===== config.mk =====
export PLATFORM = sky130hd
export DESIGN_NAME = fcp_top
export DESIGN_NICKNAME = d
export VERILOG_FILES = /design/src/verilog/fcp_pkg.sv /design/src/verilog/fcp_top.sv
export VERILOG_INCLUDE_DIRS = /design/src /design/src/verilog
export SDC_FILE = /design/constraint.sdc
export NUM_CORES = 1
export LEC_CHECK = 0
export BUFFER_PORTS_ARGS = -buffer_cell sky130_fd_sc_hd__buf_2
export CELL_PAD_IN_SITES_DETAIL_PLACEMENT = 1
export CELL_PAD_IN_SITES_GLOBAL_PLACEMENT = 2
export CORE_AREA = 2 2 138 140
export DETAILED_ROUTE_END_ITERATION = 10
export DIE_AREA = 0 0 140 142
export PLACE_DENSITY_LB_ADDON = 0.1
export SLEW_MARGIN = 15
export SYNTH_ARGS = -nofsm -noshare
export SYNTH_HDL_FRONTEND = slang
export SYNTH_SLANG_ARGS = --single-unit

===== constraint.sdc =====
create_clock -name aclk -period 3.52 [get_ports aclk]
set_input_delay 0.528 -clock aclk [delete_from_list [all_inputs] [get_ports aclk]]
set_output_delay 0.528 -clock aclk [all_outputs]
set_load 0.05 [all_outputs]

===== src/verilog/fcp_defs.svh =====
// register offsets, reset values and timing counts for the fault code block
// assumes a 250 MHz system clock
`ifndef FCP_DEFS_SVH
`define FCP_DEFS_SVH
`define FCP_OFF_CODE_SEL   8'h00
`define FCP_OFF_OPL_EN     8'h04
`define FCP_OFF_IPL_EN     8'h08
`define FCP_OFF_PFS_SEL    8'h0C
`define FCP_OFF_UGR_SEL    8'h10
`define FCP_OFF_STATUS     8'h14
`define FCP_OFF_IRQ_STAT   8'h18
`define FCP_OFF_IRQ_MASK   8'h1C
`define FCP_RST_CODE_SEL   8'h00
`define FCP_RST_OPL_EN     8'h01
`define FCP_RST_IPL_EN     8'h00
`define FCP_RST_PFS_SEL    8'h00
`define FCP_RST_UGR_SEL    8'h00
`define FCP_CLK_MHZ        250
`define FCP_IPL_TIME_MS    1000
`define FCP_IPL_CYCLES     (`FCP_IPL_TIME_MS * 1000 * `FCP_CLK_MHZ)
`define FCP_CODE_NONE      4'h0
`define FCP_CODE_OV        4'h4
`define FCP_CODE_OPT       4'hE
`define FCP_CODE_OTHER     4'hF
`define FCP_RESP_OKAY      2'b00
`define FCP_RESP_SLVERR    2'b10
`endif


===== src/verilog/fcp_pkg.sv =====
// types for the fault code block
// assumes fcp_defs.svh for numeric constants
package fcp_pkg;
  typedef struct packed {
    logic oc_accel;
    logic oc_const;
    logic oc_decel;
    logic overvoltage;
    logic motor_thermal;
    logic drive_thermal;
    logic momentary_power;
    logic undervoltage;
    logic heatsink;
    logic brake_transistor;
    logic ground;
    logic external_thermal;
    logic stall;
    logic option_a;
    logic option_b;
    logic other;
  } fcp_faults_t;

  typedef struct packed {
    logic [3:0] data;
    logic [3:0] oe_n;
  } fcp_term_t;

  typedef enum logic [1:0] {
    FCP_IDLE  = 2'b00,
    FCP_RESP  = 2'b01
  } fcp_bus_t;
endpackage : fcp_pkg


===== src/verilog/fcp_top.sv =====
// fault code terminal output and phase loss trip logic
// assumes synchronous inputs, one 250 MHz clock, AXI4-Lite master
`include "fcp_defs.svh"
module fcp_top #(
  parameter int unsigned IPL_CYCLES = `FCP_IPL_CYCLES
) (
  input  wire logic               aclk,
  input  wire logic               aresetn,
  input  wire logic               clk_en,
  input  wire logic [7:0]         s_axi_awaddr,
  input  wire logic               s_axi_awvalid,
  output logic                    s_axi_awready,
  input  wire logic [31:0]        s_axi_wdata,
  input  wire logic [3:0]         s_axi_wstrb,
  input  wire logic               s_axi_wvalid,
  output logic                    s_axi_wready,
  output logic [1:0]              s_axi_bresp,
  output logic                    s_axi_bvalid,
  input  wire logic               s_axi_bready,
  input  wire logic [7:0]         s_axi_araddr,
  input  wire logic               s_axi_arvalid,
  output logic                    s_axi_arready,
  output logic [31:0]             s_axi_rdata,
  output logic [1:0]              s_axi_rresp,
  output logic                    s_axi_rvalid,
  input  wire logic               s_axi_rready,
  input  wire fcp_pkg::fcp_faults_t faults,
  input  wire logic               output_phase_lost,
  input  wire logic               input_phase_one_lost,
  input  wire logic               input_phase_two_lost,
  input  wire logic               input_phase_three_lost,
  input  wire logic               fault_reset,
  input  wire logic [3:0]         output_terminal_assignments,
  output logic [3:0]              term_out,
  output logic [3:0]              term_oe_n,
  output logic                    output_phase_loss_trip,
  output logic                    input_phase_loss_trip,
  output logic                    power_fail_decel,
  output logic                    output_shutoff,
  output logic                    irq
);
  logic [7:0]  code_sel_reg, opl_en_reg, ipl_en_reg, pfs_sel_reg, ugr_sel_reg;
  logic [3:0]  irq_stat_reg, irq_mask_reg;
  logic [3:0]  code_reg, code_next;
  logic        fault_reg;
  logic [31:0] ipl_cnt_reg;
  logic        aw_got_reg, w_got_reg;
  logic [7:0]  aw_addr_reg;
  logic [31:0] w_data_reg;
  logic [3:0]  w_strb_reg;

  // fault encoding, first listed fault wins
  always_comb begin
    code_next = `FCP_CODE_NONE;
    if (faults.oc_accel) code_next = 4'h1;
    else if (faults.oc_const) code_next = 4'h2;
    else if (faults.oc_decel) code_next = 4'h3;
    else if (faults.overvoltage) code_next = `FCP_CODE_OV;
    else if (faults.motor_thermal) code_next = 4'h5;
    else if (faults.drive_thermal) code_next = 4'h6;
    else if (faults.momentary_power) code_next = 4'h7;
    else if (faults.undervoltage) code_next = 4'h8;
    else if (faults.heatsink) code_next = 4'h9;
    else if (faults.brake_transistor) code_next = 4'hA;
    else if (faults.ground) code_next = 4'hB;
    else if (faults.external_thermal) code_next = 4'hC;
    else if (faults.stall) code_next = 4'hD;
    else if (faults.option_a || faults.option_b) code_next = `FCP_CODE_OPT;
    else if (faults.other || input_phase_loss_trip || output_phase_loss_trip)
      code_next = `FCP_CODE_OTHER;
  end

  // phase loss
  wire ipl_cond   = input_phase_one_lost | input_phase_two_lost | input_phase_three_lost;
  wire ipl_double = input_phase_one_lost & input_phase_two_lost;
  wire ipl_on     = ipl_en_reg == 8'h01;
  wire ipl_done   = ipl_cnt_reg >= (IPL_CYCLES - 1);
  wire ipl_fire   = ipl_on & ipl_cond & ipl_done & ~ipl_double & (pfs_sel_reg == 8'h00);
  wire opl_fire   = (opl_en_reg != 8'h00) & output_phase_lost;
  wire new_trip   = (code_next != `FCP_CODE_NONE) & ~fault_reg;

  always_ff @(posedge aclk) begin
    if (!aresetn) begin
      ipl_cnt_reg <= 32'h0;
      input_phase_loss_trip <= 1'b0;
      output_phase_loss_trip <= 1'b0;
      power_fail_decel <= 1'b0;
      output_shutoff <= 1'b0;
    end else if (clk_en) begin
      if (!ipl_cond || !ipl_on) ipl_cnt_reg <= 32'h0;
      else if (!ipl_done) ipl_cnt_reg <= ipl_cnt_reg + 32'h1;
      if (fault_reset) begin
        input_phase_loss_trip <= 1'b0;
        output_phase_loss_trip <= 1'b0;
      end else begin
        if (ipl_fire) input_phase_loss_trip <= 1'b1;
        if (opl_fire) output_phase_loss_trip <= 1'b1;
      end
      power_fail_decel <= ipl_on & ipl_cond & (pfs_sel_reg != 8'h00);
      output_shutoff <= ipl_double | opl_fire;
    end
  end

  // code latch held until fault reset
  always_ff @(posedge aclk) begin
    if (!aresetn) begin
      code_reg <= `FCP_CODE_NONE;
      fault_reg <= 1'b0;
    end else if (clk_en) begin
      if (fault_reset) begin
        code_reg <= `FCP_CODE_NONE;
        fault_reg <= 1'b0;
      end else if (new_trip) begin
        code_reg <= code_next;
        fault_reg <= 1'b1;
      end
    end
  end

  // terminal drive, 1 turns transistor on (oe_n low)
  wire [3:0] term_val = (code_sel_reg == 8'h01) ? code_reg :
                        (code_sel_reg == 8'h02 && fault_reg) ? code_reg :
                        output_terminal_assignments;
  always_ff @(posedge aclk) begin
    if (!aresetn) begin
      term_out <= 4'h0;
      term_oe_n <= 4'hF;
    end else if (clk_en) begin
      term_out <= 4'h0;
      term_oe_n <= ~term_val;
    end
  end

  // axi4-lite write path
  wire wr_fire = aw_got_reg & w_got_reg & ~s_axi_bvalid;
  wire wr_lock = ugr_sel_reg != 8'h00;
  wire wr_sel  = (aw_addr_reg == `FCP_OFF_CODE_SEL) | (aw_addr_reg == `FCP_OFF_OPL_EN) |
                 (aw_addr_reg == `FCP_OFF_IPL_EN);
  wire wr_ok   = (aw_addr_reg == `FCP_OFF_PFS_SEL) | (aw_addr_reg == `FCP_OFF_UGR_SEL) |
                 (aw_addr_reg == `FCP_OFF_IRQ_MASK) | (wr_sel & ~wr_lock);
  wire wr_lane = w_strb_reg[0];
  wire [7:0] wb = w_data_reg[7:0];

  always_ff @(posedge aclk) begin
    if (!aresetn) begin
      aw_got_reg <= 1'b0;
      w_got_reg <= 1'b0;
      aw_addr_reg <= 8'h00;
      w_data_reg <= 32'h0;
      w_strb_reg <= 4'h0;
      s_axi_bvalid <= 1'b0;
      s_axi_bresp <= `FCP_RESP_OKAY;
      code_sel_reg <= `FCP_RST_CODE_SEL;
      opl_en_reg <= `FCP_RST_OPL_EN;
      ipl_en_reg <= `FCP_RST_IPL_EN;
      pfs_sel_reg <= `FCP_RST_PFS_SEL;
      ugr_sel_reg <= `FCP_RST_UGR_SEL;
      irq_mask_reg <= 4'h0;
    end else if (clk_en) begin
      if (s_axi_awvalid && s_axi_awready) begin
        aw_got_reg <= 1'b1;
        aw_addr_reg <= s_axi_awaddr;
      end
      if (s_axi_wvalid && s_axi_wready) begin
        w_got_reg <= 1'b1;
        w_data_reg <= s_axi_wdata;
        w_strb_reg <= s_axi_wstrb;
      end
      if (wr_fire) begin
        aw_got_reg <= 1'b0;
        w_got_reg <= 1'b0;
        s_axi_bvalid <= 1'b1;
        s_axi_bresp <= wr_ok ? `FCP_RESP_OKAY : `FCP_RESP_SLVERR;
        if (wr_ok && wr_lane) begin
          case (aw_addr_reg)
            `FCP_OFF_CODE_SEL: code_sel_reg <= wb;
            `FCP_OFF_OPL_EN:   opl_en_reg <= wb;
            `FCP_OFF_IPL_EN:   ipl_en_reg <= wb;
            `FCP_OFF_PFS_SEL:  pfs_sel_reg <= wb;
            `FCP_OFF_UGR_SEL:  ugr_sel_reg <= wb;
            `FCP_OFF_IRQ_MASK: irq_mask_reg <= wb[3:0];
            default: ;
          endcase
        end
      end else if (s_axi_bvalid && s_axi_bready) begin
        s_axi_bvalid <= 1'b0;
      end
    end
  end
  assign s_axi_awready = ~aw_got_reg & ~s_axi_bvalid;
  assign s_axi_wready  = ~w_got_reg & ~s_axi_bvalid;

  // axi4-lite read path and interrupt status
  wire [31:0] status_word = {20'h0, ipl_cond, output_phase_loss_trip, input_phase_loss_trip,
                             fault_reg, 4'h0, code_reg};
  wire        rd_take = s_axi_arvalid & s_axi_arready;
  wire        rd_stat = rd_take & (s_axi_araddr == `FCP_OFF_IRQ_STAT);
  wire [3:0]  irq_ev  = {opl_fire & ~output_phase_loss_trip, ipl_fire & ~input_phase_loss_trip,
                         ipl_double, new_trip};
  logic [31:0] rd_word;
  always_comb begin
    case (s_axi_araddr)
      `FCP_OFF_CODE_SEL: rd_word = {24'h0, code_sel_reg};
      `FCP_OFF_OPL_EN:   rd_word = {24'h0, opl_en_reg};
      `FCP_OFF_IPL_EN:   rd_word = {24'h0, ipl_en_reg};
      `FCP_OFF_PFS_SEL:  rd_word = {24'h0, pfs_sel_reg};
      `FCP_OFF_UGR_SEL:  rd_word = {24'h0, ugr_sel_reg};
      `FCP_OFF_STATUS:   rd_word = status_word;
      `FCP_OFF_IRQ_STAT: rd_word = {28'h0, irq_stat_reg};
      `FCP_OFF_IRQ_MASK: rd_word = {28'h0, irq_mask_reg};
      default:           rd_word = 32'h0;
    endcase
  end
  wire rd_hit = (s_axi_araddr[1:0] == 2'b00) && (s_axi_araddr <= `FCP_OFF_IRQ_MASK);

  always_ff @(posedge aclk) begin
    if (!aresetn) begin
      s_axi_rvalid <= 1'b0;
      s_axi_rdata <= 32'h0;
      s_axi_rresp <= `FCP_RESP_OKAY;
      irq_stat_reg <= 4'h0;
      irq <= 1'b0;
    end else if (clk_en) begin
      if (rd_take) begin
        s_axi_rvalid <= 1'b1;
        s_axi_rdata <= rd_word;
        s_axi_rresp <= rd_hit ? `FCP_RESP_OKAY : `FCP_RESP_SLVERR;
      end else if (s_axi_rvalid && s_axi_rready) begin
        s_axi_rvalid <= 1'b0;
      end
      irq_stat_reg <= (rd_stat ? 4'h0 : irq_stat_reg) | irq_ev;
      irq <= |(((rd_stat ? 4'h0 : irq_stat_reg) | irq_ev) & irq_mask_reg);
    end
  end
  assign s_axi_arready = ~s_axi_rvalid;

  // assertions
  a_sel0_no_code: assert property (@(posedge aclk) disable iff (!aresetn)
    clk_en && code_sel_reg == 8'h00 |=> term_oe_n == ~$past(output_terminal_assignments))
    else $error("select 0 drove fault code");
  a_sel1_code: assert property (@(posedge aclk) disable iff (!aresetn)
    clk_en && code_sel_reg == 8'h01 |=> term_oe_n == ~$past(code_reg))
    else $error("select 1 code missing");
  a_sel2_fault: assert property (@(posedge aclk) disable iff (!aresetn)
    clk_en && code_sel_reg == 8'h02 && fault_reg |=> term_oe_n == ~$past(code_reg))
    else $error("select 2 code missing in fault");
  a_oc_encode: assert property (@(posedge aclk) disable iff (!aresetn)
    clk_en && faults.oc_decel && !faults.oc_accel && !faults.oc_const && !fault_reg
    && !fault_reset |=> code_reg == 4'h3)
    else $error("overcurrent decel code wrong");
  a_other_code: assert property (@(posedge aclk) disable iff (!aresetn)
    clk_en && faults == 16'h0001 && !fault_reg && !fault_reset |=> code_reg == 4'hF)
    else $error("unlisted fault not code F");
  a_opl_off: assert property (@(posedge aclk) disable iff (!aresetn)
    opl_en_reg == 8'h00 && !output_phase_loss_trip |=> !output_phase_loss_trip)
    else $error("output phase trip while disabled");
  a_ipl_early: assert property (@(posedge aclk) disable iff (!aresetn)
    ipl_cnt_reg < (IPL_CYCLES - 1) && !input_phase_loss_trip |=> !input_phase_loss_trip)
    else $error("input trip before persistence");
  a_pfs_block: assert property (@(posedge aclk) disable iff (!aresetn)
    pfs_sel_reg != 8'h00 && !input_phase_loss_trip |=> !input_phase_loss_trip)
    else $error("input trip despite power failure stop");
  a_ipl_clear: assert property (@(posedge aclk) disable iff (!aresetn)
    clk_en && !ipl_cond |=> ipl_cnt_reg == 32'h0)
    else $error("persistence counter not cleared");
  a_wr_lock: assert property (@(posedge aclk) disable iff (!aresetn)
    clk_en && wr_lock && wr_fire |=> code_sel_reg == $past(code_sel_reg))
    else $error("write taken while locked");
  a_code_hold: assert property (@(posedge aclk) disable iff (!aresetn)
    fault_reg && !fault_reset |=> code_reg == $past(code_reg))
    else $error("fault code changed before reset");
  c_trip: cover property (@(posedge aclk) disable iff (!aresetn) new_trip && clk_en);
  c_ipl: cover property (@(posedge aclk) disable iff (!aresetn) $rose(input_phase_loss_trip));
  c_irq: cover property (@(posedge aclk) disable iff (!aresetn) $rose(irq));
endmodule : fcp_top


==> Word-level counts from Yosys, hierarchy flattened <==
Cells that the tools add are included.
Widths: inputs -> output; s select.
{ "totals": {"wordCells": 168, "reg_bits": 151} }
{ "classes": {"n_mux": 39, "bitwise": 37, "order_cmp": 2, "n_reduce_logical": 47, "eq_ne": 16, "n_addsub": 1} }
{ "op_table": {"columns": ["cell", "n"], "rows": [
  ["$pmux 12 s8", 1],
  ["$mux 4", 20],
  ["$mux 32", 2],
  ["$eq 8x5->1 const B", 6],
  ["$add 32x1->32 const B", 1],
  ["$eq 8x4->1 const B", 4],
  ["$ge 32x28->1 const B", 1],
  ["$logic_not 8->1", 3],
  ["$reduce_and 2->1", 12],
  ["$reduce_and 4->1", 6],
  ["$reduce_bool 8->1", 3],
  ["$and 1x1->1", 17],
  ["$eq 8x1->1 const B", 2],
  ["$eq 8x3->1 const B", 2],
  ["$mux 1", 14],
  ["$reduce_bool 2->1", 7],
  ["$not 1->1", 9],
  ["$eq 8x2->1 const B", 1],
  ["$le 8x5->1 const B", 1],
  ["$or 1x1->1", 8],
  ["$logic_and 1x1->1", 7],
  ["$and 4x4->4", 1],
  ["$logic_or 1x1->1", 4],
  ["$mux 2", 2],
  ["other kinds (7)", 8]
]} }

==> Longest topological paths before layout <==
Gate-level depths: netlist (run 1).
{ "depth": {"word_depth": 22, "mapped_depth": 8, "depth_no_buf": 7} }

==> Least setup slack after synthesis (run 1) <==
Ideal clock, no wire load.
{ "synth_timing": {"path_kind": "flip-flop to flip-flop", "start": "reg s_axi_bvalid", "end": "reg opl_en_reg[0]", "slack_ps": 1447, "setup_time_ps": 127, "stages_incl_launch_ff": 8, "t_required_ps": 3393, "period_less_slack_ps": 2073, "t_arrival_ps": 1946, "cell_sequence": "dfxtp_1 and4b_1 nand4_1 a211oi_1 and3b_1 buf_2 mux2i_1 nand2_1"} }
{ "synth_between": {"elab_chain_cells": 3} }
{ "synth_rtl": {"columns": ["item", "line_no", "source"], "rows": [
  ["start, declared", "fcp_top.sv:18", "output logic s_axi_bvalid,"],
  ["start signal, assigned", "fcp_top.sv:151", "s_axi_bvalid <= 1'b0;"],
  ["start signal, assigned", "fcp_top.sv:172", "s_axi_bvalid <= 1'b1;"],
  ["start signal, assigned", "fcp_top.sv:186", "s_axi_bvalid <= 1'b0;"],
  ["$not 1->1", "fcp_top.sv:135", "wire wr_fire = aw_got_reg & w_got_reg & ~s_axi_bvalid;"],
  ["$and 1x1->1", "fcp_top.sv:135", null],
  ["$reduce_and 4->1 (no line)", null, null],
  ["end signal, assigned", "fcp_top.sv:154", "opl_en_reg <= `FCP_RST_OPL_EN;"],
  ["end signal, assigned", "fcp_top.sv:177", "`FCP_OFF_OPL_EN: opl_en_reg <= wb;"],
  ["end, declared", "fcp_top.sv:42", "logic [7:0] code_sel_reg, opl_en_reg, ipl_en_reg, pfs_sel_reg, ugr_sel_reg;"]
]} }
Every way passes these cells.
A chain may end at the register's enable or synchronous reset.

==> Worst setup path after layout (run 1) <==
{ "layout_timing": {"start": "reg ipl_en_reg[5]", "end": "reg ipl_cnt_reg[21]"} }
{ "layout_between": {"elab_chain_cells": 5, "elab_cells_between_ends": 6, "cone_classes": "2 x eq/ne; 1 x mux; 3 x reduce/logical"} }
{ "layout_rtl": {"columns": ["item", "line_no", "source"], "rows": [
  ["start, declared", "fcp_top.sv:42", null],
  ["start signal, assigned", "fcp_top.sv:155", "ipl_en_reg <= `FCP_RST_IPL_EN;"],
  ["start signal, assigned", "fcp_top.sv:178", "`FCP_OFF_IPL_EN: ipl_en_reg <= wb;"],
  ["$eq 8x1->1 *", "fcp_top.sv:76", "wire ipl_on = ipl_en_reg == 8'h01;"],
  ["$logic_not 1->1 *", "fcp_top.sv:90", "if (!ipl_cond || !ipl_on) ipl_cnt_reg <= 32'h0;"],
  ["$logic_or 1x1->1 *", "fcp_top.sv:90", null],
  ["$ne 2x1->1 (no line)", null, null],
  ["$reduce_and 2->1 (no line)", null, null],
  ["end signal, assigned", "fcp_top.sv:91", "else if (!ipl_done) ipl_cnt_reg <= ipl_cnt_reg + 32'h1;"],
  ["end, declared", "fcp_top.sv:46", "logic [31:0] ipl_cnt_reg;"]
]} }
Every way passes the cells marked *; elsewhere a longest branch is shown, timed or not.

==> summary.md, run 1 <==
| Metric | Value |
|---|---|
| Max-slew violations | `0` |
| Fill count | `between 2000 and 2500` |
| DR iter-0 viols | `259` |
| Buffers and inverters on the worst path | `0` |
| Area grow syn2layout | `17.3%` |
| Worst skew pair latency | `approximately 0.42 ns` |
| CTS tree | `built` |
| Worst min-delay path class | `in -> reg` |
| Critical Path End Type | `flip-flop` |
| Max reg flops | `32` |
| Register bit count reported by yosys | `129` |
| CP max stage cell | `or4b_1` |
| Ys Warns | `0` |
| Slew headroom | `0.347` |
| Status | `complete, but fails checks` |
| Post-synth EDFFs | `0` |
| Num CTS Buffers | `17` |
| CTS root buf | `clkbuf_16` |
| Routed vias | `5406` |
| VDD IR max | `0.357 mV` |
| Max-capacitance violation count | `0` |
| Largest net degree at the start of global routing | `81` |
| Final net count | `873` |
| Setup slack after layout | `around 1.1 ns` |
| R2R cell count | `5` |
| Worst slew pin tran | `about 1 ns` |
| CP max stage delay | `0.59 ns` |
| # hold bufs at CTS | `0` |
| Starting density of the core | `0.344` |
| Std-Cell Core Area | `18500 µm²` |
| Post-Syn Instances | `between 700 and 800` |
| RSZ-0062 raised after global routing | `false` |
| Critical path class | `reg -> reg` |
| Failing checks | `design-rule violations` |
| Setup TNS | `0 ns` |
| Die footprint | `19900 µm²` |
| Dpl ws | `0.865 ns` |
| HPWL after DPL | `13300 µm` |
| First-pass GRT wire length | `29300 µm` |
| DR WL met2 | `7650 µm` |
| Initial antenna violation count | `0` |
| Share of cells above drive strength 1 | `0.170` |
| Die Ht | `142 µm` |
| Port Buffers | `85` |
| Routed wire length per instance | `roughly 17 µm` |
| Metal-1 WL | `just over 9000 µm` |
| Post-synthesis sequential area ratio | `0.407` |
| Sink Count | `roughly 130` |
| Final setup violation count | `0` |
| Clock slew at reported path FFs | `0.06 ns` |
| Cell family contributing the most delay on the critical path | `simple AND/OR/NAND/NOR gates` |
| Data required, critical path | `3.87 ns` |
| Cell area after placement | `6840 µm²` |
| Met3 Wirelength | `777 µm` |
| Post-CTS Resized | `0` |
| Fin crit period | `between 2 and 2.5 ns` |
| Row Count | `50` |
| # DRC | `10` |
| Final Instance Area | `7440 µm²` |
| Startpoint Class | `flip-flop` |
| Pre-antenna DRT Iters | `11` |
| Most used DFF post-synth | `dfxtp_1` |
| Synth unique cells | `55` |
| Remaining antenna violation count | `0` |
| GRT overflow | `0` |
| Ports | `approximately 140` |
| Uppermost layer routed | `met4` |
| Vias in the first global route | `5429` |
| H-Tree Level Count | `4` |
| FMAX | `414 MHz` |
| Synth async-reset ratio | `0` |
| Worst-path cell chain | `or4b_1, or3_1, o21ba_4, o21ai_0, a21oi_1` |
| Global placer's final weighted congestion | `0.795` |
| CTS Buffer Depth | `2` |
| Leakage | `0.00279 µW` |
| Post-CTS Setup Bufs | `0` |
| WP depth | `5` |
| Final hold vios | `0` |
| Mapped cell area | `6340 µm²` |
| Number of diodes | `0` |
| Worst EP arrival | `2.77 ns` |
| Overall global routing resource usage | `0.186` |
| Tcrit/Tclk final | `0.687` |
| Pwr dens | `487 nW/µm²` |
| Hold Path Stages | `3` |
| Die W | `140 µm` |
| Routed wire length | `18000 µm` |
| Crit-path max FO | `51` |
| Layout Skew | `0.00757 ns` |
| Vias per std cell | `~5.2` |
| Syn avg cell area | `8.87 µm²` |
## logic make-up after synthesis
| group | synth area share |
|---|---|
| flops | 0.407 |
| fa+ha+maj | 0.00197 |
| compound gates | 0.135 |
| other cells | 0.000591 |
| buf+inv | 0.0584 |
| simple gates | 0.260 |
| mux | 0.136 |
## metrics by stage
step	utilization	total power (µW)	std cells	hold WS [ns]
after global routing	0.403	3750	1034	0.360
after global placement	0.371	1840	1002	0.444
final	0.403	3620	1034	0.351
after floorplan	-	1770	740	0.430
after CTS	0.403	3660	1034	0.342
after detailed placement	0.371	1840	1002	0.453
## worst paths after layout
kind | endpoint | start | slack, ns
worst min-delay path | aw_addr_reg[6]$_SDFFE_PN0P_ | s_axi_awaddr[6] | 0.35
worst min register to register | ipl_cnt_reg[31]$_SDFFE_PN0P_ | ipl_cnt_reg[31]$_SDFFE_PN0P_ | 0.47
worst max register to register | ipl_cnt_reg[21]$_SDFFE_PN0P_ | ipl_en_reg[5]$_SDFFE_PN0P_ | 1.10
worst max-delay path | ipl_cnt_reg[21]$_SDFFE_PN0P_ | ipl_en_reg[5]$_SDFFE_PN0P_ | 1.10
## cell usage after synthesis, types with 2 or more instances
cell type,instances,share of area
nor4b_1,2,0.0028
dfxtp_1,129,0.41
buf_2,8,0.0063
and4_1,3,0.0041
nand4_1,13,0.013
a31oi_1,2,0.0020
and3_1,9,0.0089
o21ai_0,30,0.024
or4_1,9,0.011
nand3b_1,4,0.0047
o22ai_1,6,0.0059
nor2_1,36,0.021
nand4b_1,2,0.0028
nor4_1,12,0.012
nand2b_1,4,0.0039
mux2i_1,64,0.10
a22oi_1,12,0.014
clkbuf_1,22,0.013
buf_1,3,0.0018
nor3_1,8,0.0063
or2_2,2,0.0020
nand2_1,76,0.045
o21a_1,3,0.0035
mux4_2,8,0.028
and3b_1,5,0.0069
nor2b_1,63,0.062
or4b_1,2,0.0032
or3_1,23,0.023
and2_1,10,0.0099
a21boi_0,22,0.026
buf_4,26,0.031
a21oi_1,41,0.032
nand3_1,18,0.014
inv_1,8,0.0047
o31ai_1,5,0.0059
a211oi_1,3,0.0035
mux2_2,4,0.0071
## placed cells by master, fill, tap and decap left out, types with 3 or more instances in the layout
cell type	n
dfxtp_1	129
buf_2	85
nand2_1	76
mux2i_1	64
nor2b_1	63
a21oi_1	41
nor2_1	36
o21ai_0	30
conb_1	26
or3_1	23
a21boi_0	22
nand3_1	18
clkbuf_16	17
nand4_1	13
nor4_1	12
a22oi_1	12
and2_1	10
and3_1	9
or4_1	9
inv_1	8
nor3_1	8
mux4_2	8
o22ai_1	6
and3b_1	5
o31ai_1	5
nand3b_1	4
nand2b_1	4
mux2_2	4
clkinv_4	4
and4_1	3
o21a_1	3
a211oi_1	3
clkinvlp_4	3
clkinv_2	3
bufinv_16	3
buf_4	3
## per-layer routing
| metal | vias up | GRT usage |
|---|---|---|
| met5 | - | 0 |
| met4 | 0 | 0.0622 |
| met3 | 19 | 0.0397 |
| met2 | 123 | 0.280 |
| met1 | 2597 | 0.264 |
| li1 | 2667 | - |
## power by group
part / switching (µW) / total (µW) / leakage [µW] / internal [µW]
logic: 210 / 296 / 0.00146 / 86.7
clock network: 686 / 1820 / 0.000289 / 1130
registers: 28.4 / 1510 / 0.00104 / 1480
total: 923 / 3620 / 0.00279 / 2700
## final cells by class
cell class / instances / area [µm²] / share of cell area
clock buffer: 19 / 443 / 0.0595
clock inverter: 13 / 163 / 0.0218
inverter: 8 / 30.0 / 0.00403
multi-input combinational: 543 / 3490 / 0.468
sequential: 129 / 2580 / 0.347
tap: 234 / 293 / 0.0393
timing repair buffer: 88 / 448 / 0.0602
## tightest hold or removal path: stages
cell and delay (ns):
buf_2 0.10, nand2_1 0.04, a21boi_0 0.06
No activity file was read; power rests on OpenSTA's default activity.
==> inputs of run 2 (changes only) <==
Settings changed: CORE_AREA 2 2 138 140 to 2 2 144 146, DIE_AREA 0 0 140 142 to 0 0 146 148.
Clock period 3.52 ns to 2.35 ns, I/O delays scaled along.
==> run 2 against run 1 <==
The run now ends clean; sequential share of layout area is 0.96 points lower; worst hold slack worse by 0.16 ns; count of clock-buffer cells in the layout grew 4; register-to-register slack worse by 0.98 ns; global-route usage is 0.59 points lower; critical path type unchanged.
==> summary.md, run 2 (same netlist as run 1, synthesis figures left out) <==
| Metric | Value |
|---|---|
| Critical path class | `reg -> reg` |
| Setup slack after layout | `0.127 ns` |
| # DRC | `0` |
| CTS Buffer Depth | `2` |
| Max reg flops | `32` |
| HPWL after DPL | `13900 µm` |
| Largest net degree at the start of global routing | `75` |
| Routed vias | `5456` |
| Max-capacitance violation count | `0` |
| Port Buffers | `85` |
| Ports | `~140` |
| Row Count | `52` |
| Status | `complete, no violations` |
| Register area | `between 2000 and 3000 µm²` |
| Pre-antenna DRT Iters | `5` |
| Final hold vios | `0` |
| Most common cell after layout, fill and taps aside | `dfxtp_1` |
| Worst min-delay path class | `in -> reg` |
| Vias per std cell | `5.01` |
| Fill count | `roughly 2400` |
| VDD IR max | `0.508 mV` |
| CTS tree | `built` |
| Initial antenna violation count | `0` |
| Final setup violation count | `0` |
| H-Tree Level Count | `4` |
| Startpoint Class | `flip-flop` |
| Worst slew pin tran | `0.973 ns` |
| Slew headroom | `0.345` |
| Worst EP arrival | `2.57 ns` |
| Crit-path max FO | `30` |
| DR iter-0 viols | `181` |
| Std-Cell Core Area | `20000 µm²` |
| Routed wire length | `18600 µm` |
| Worst skew pair latency | `0.42 ns` |
| GRT overflow | `0` |
| Overall global routing resource usage | `0.180` |
| Clock slew at reported path FFs | `0.06 ns` |
| Final net count | `891` |
| Multi-input logic area | `approximately 3500 µm²` |
| Pwr dens | `702 nW/µm²` |
| Num CTS Buffers | `17` |
| Tcrit/Tclk final | `0.946` |
| Share of cells above drive strength 1 | `0.188` |
| Remaining antenna violation count | `0` |
| Layout Skew | `0.0107 ns` |
| Starting density of the core | `0.317` |
| Global placer's final weighted congestion | `~0.77` |
| Setup TNS | `0 ns` |
| Die Ht | `148 µm` |
| First-pass GRT wire length | `30800 µm` |
| Dpl cells | `1056` |
| Critical Path End Type | `flip-flop` |
| Post-Layout Cell Count | `1088` |
| CTS root buf | `clkbuf_16` |
| RSZ-0062 raised after global routing | `false` |
| Leakage | `0.00289 µW` |
| FMAX | `450 MHz` |
| Dpl ws | `0.00606 ns` |
| Fin crit period | `~2.2 ns` |
| Sink Count | `around 130` |
| Area grow syn2layout | `20.7%` |
| Number of diodes | `0` |
| Data required, critical path | `2.69 ns` |
| Max-slew violations | `0` |
| Highest-count cells in the layout ignoring fill and taps | `dfxtp_1 (129), buf_2 (85), nand2_1 (76)` |
| Die W | `146 µm` |
| Routed wire length per instance | `17.1 µm` |
| Die footprint | `21600 µm²` |
| Vias in the first global route | `5706` |
| WHS | `~0.19 ns` |
==> run 2: per-stage QoR <==
step | instance area, µm² | util | power (µW)
after CTS | 7650 | 0.382 | 5430
after detailed placement | 7060 | 0.352 | 2780
after global placement | 7060 | 0.352 | 2770
after floorplan | 6440 | - | 2650
after global routing | 7660 | 0.382 | 5580
final | 7660 | 0.382 | 5370
==> run 2: power by group <==
part           internal (µW)  switching [µW]  total (µW)
clock                   1670             979        2650
sequential              2220            42.6        2270
combinational            141             318         459
==> run 2: worst paths after layout <==
kind                             endpoint  slack, ns  depth (start not counted)                    startpoint
max          ipl_cnt_reg[13]$_SDFFE_PN0P_       0.13                          7   ipl_cnt_reg[0]$_SDFFE_PN0P_
min            w_data_reg[6]$_SDFFE_PN0P_       0.19                          3                s_axi_wdata[6]
max reg2reg  ipl_cnt_reg[13]$_SDFFE_PN0P_       0.13                          7   ipl_cnt_reg[0]$_SDFFE_PN0P_
min reg2reg  ipl_cnt_reg[30]$_SDFFE_PN0P_       0.46                          1  ipl_cnt_reg[30]$_SDFFE_PN0P_
==> run 2: area by class of cell <==
type / instances / area share
multi-input combinational: 543 / 0.456
sequential: 129 / 0.337
timing repair buffer: 106 / 0.0811
clock buffer: 23 / 0.0637
tap: 270 / 0.0441
clock inverter: 9 / 0.0137
inverter: 8 / 0.00392
==> run 2: per-layer routing <==
| metal | GRT usage | vias up | wire [µm] |
|---|---|---|---|
| met4 | 0.0553 | 0 | 187 |
| li1 | - | 2708 | - |
| met5 | 0 | - | 0 |
| met2 | 0.277 | 130 | 8040 |
| met1 | 0.253 | 2605 | 9660 |
| met3 | 0.0361 | 13 | 698 |
==> run 2: critical path, stage by stage, from the launching register on <==
cell and delay (ns):
dfxtp_1 0.33, ha_1 0.26, and4_1 0.23, o2111a_1 0.27
o21ba_4 0.23, buf_12 0.16, or4_1 0.50, a21oi_1 0.16
==> run 2: repair_timing <==
item / in CTS / in global routing
setup buffers: 0 / 0
endpoints found under the hold margin: 0 / 0
gates resized for setup: 0 / 1
hold buffers: 0 / 0
setup endpoints to repair: 0 / 5
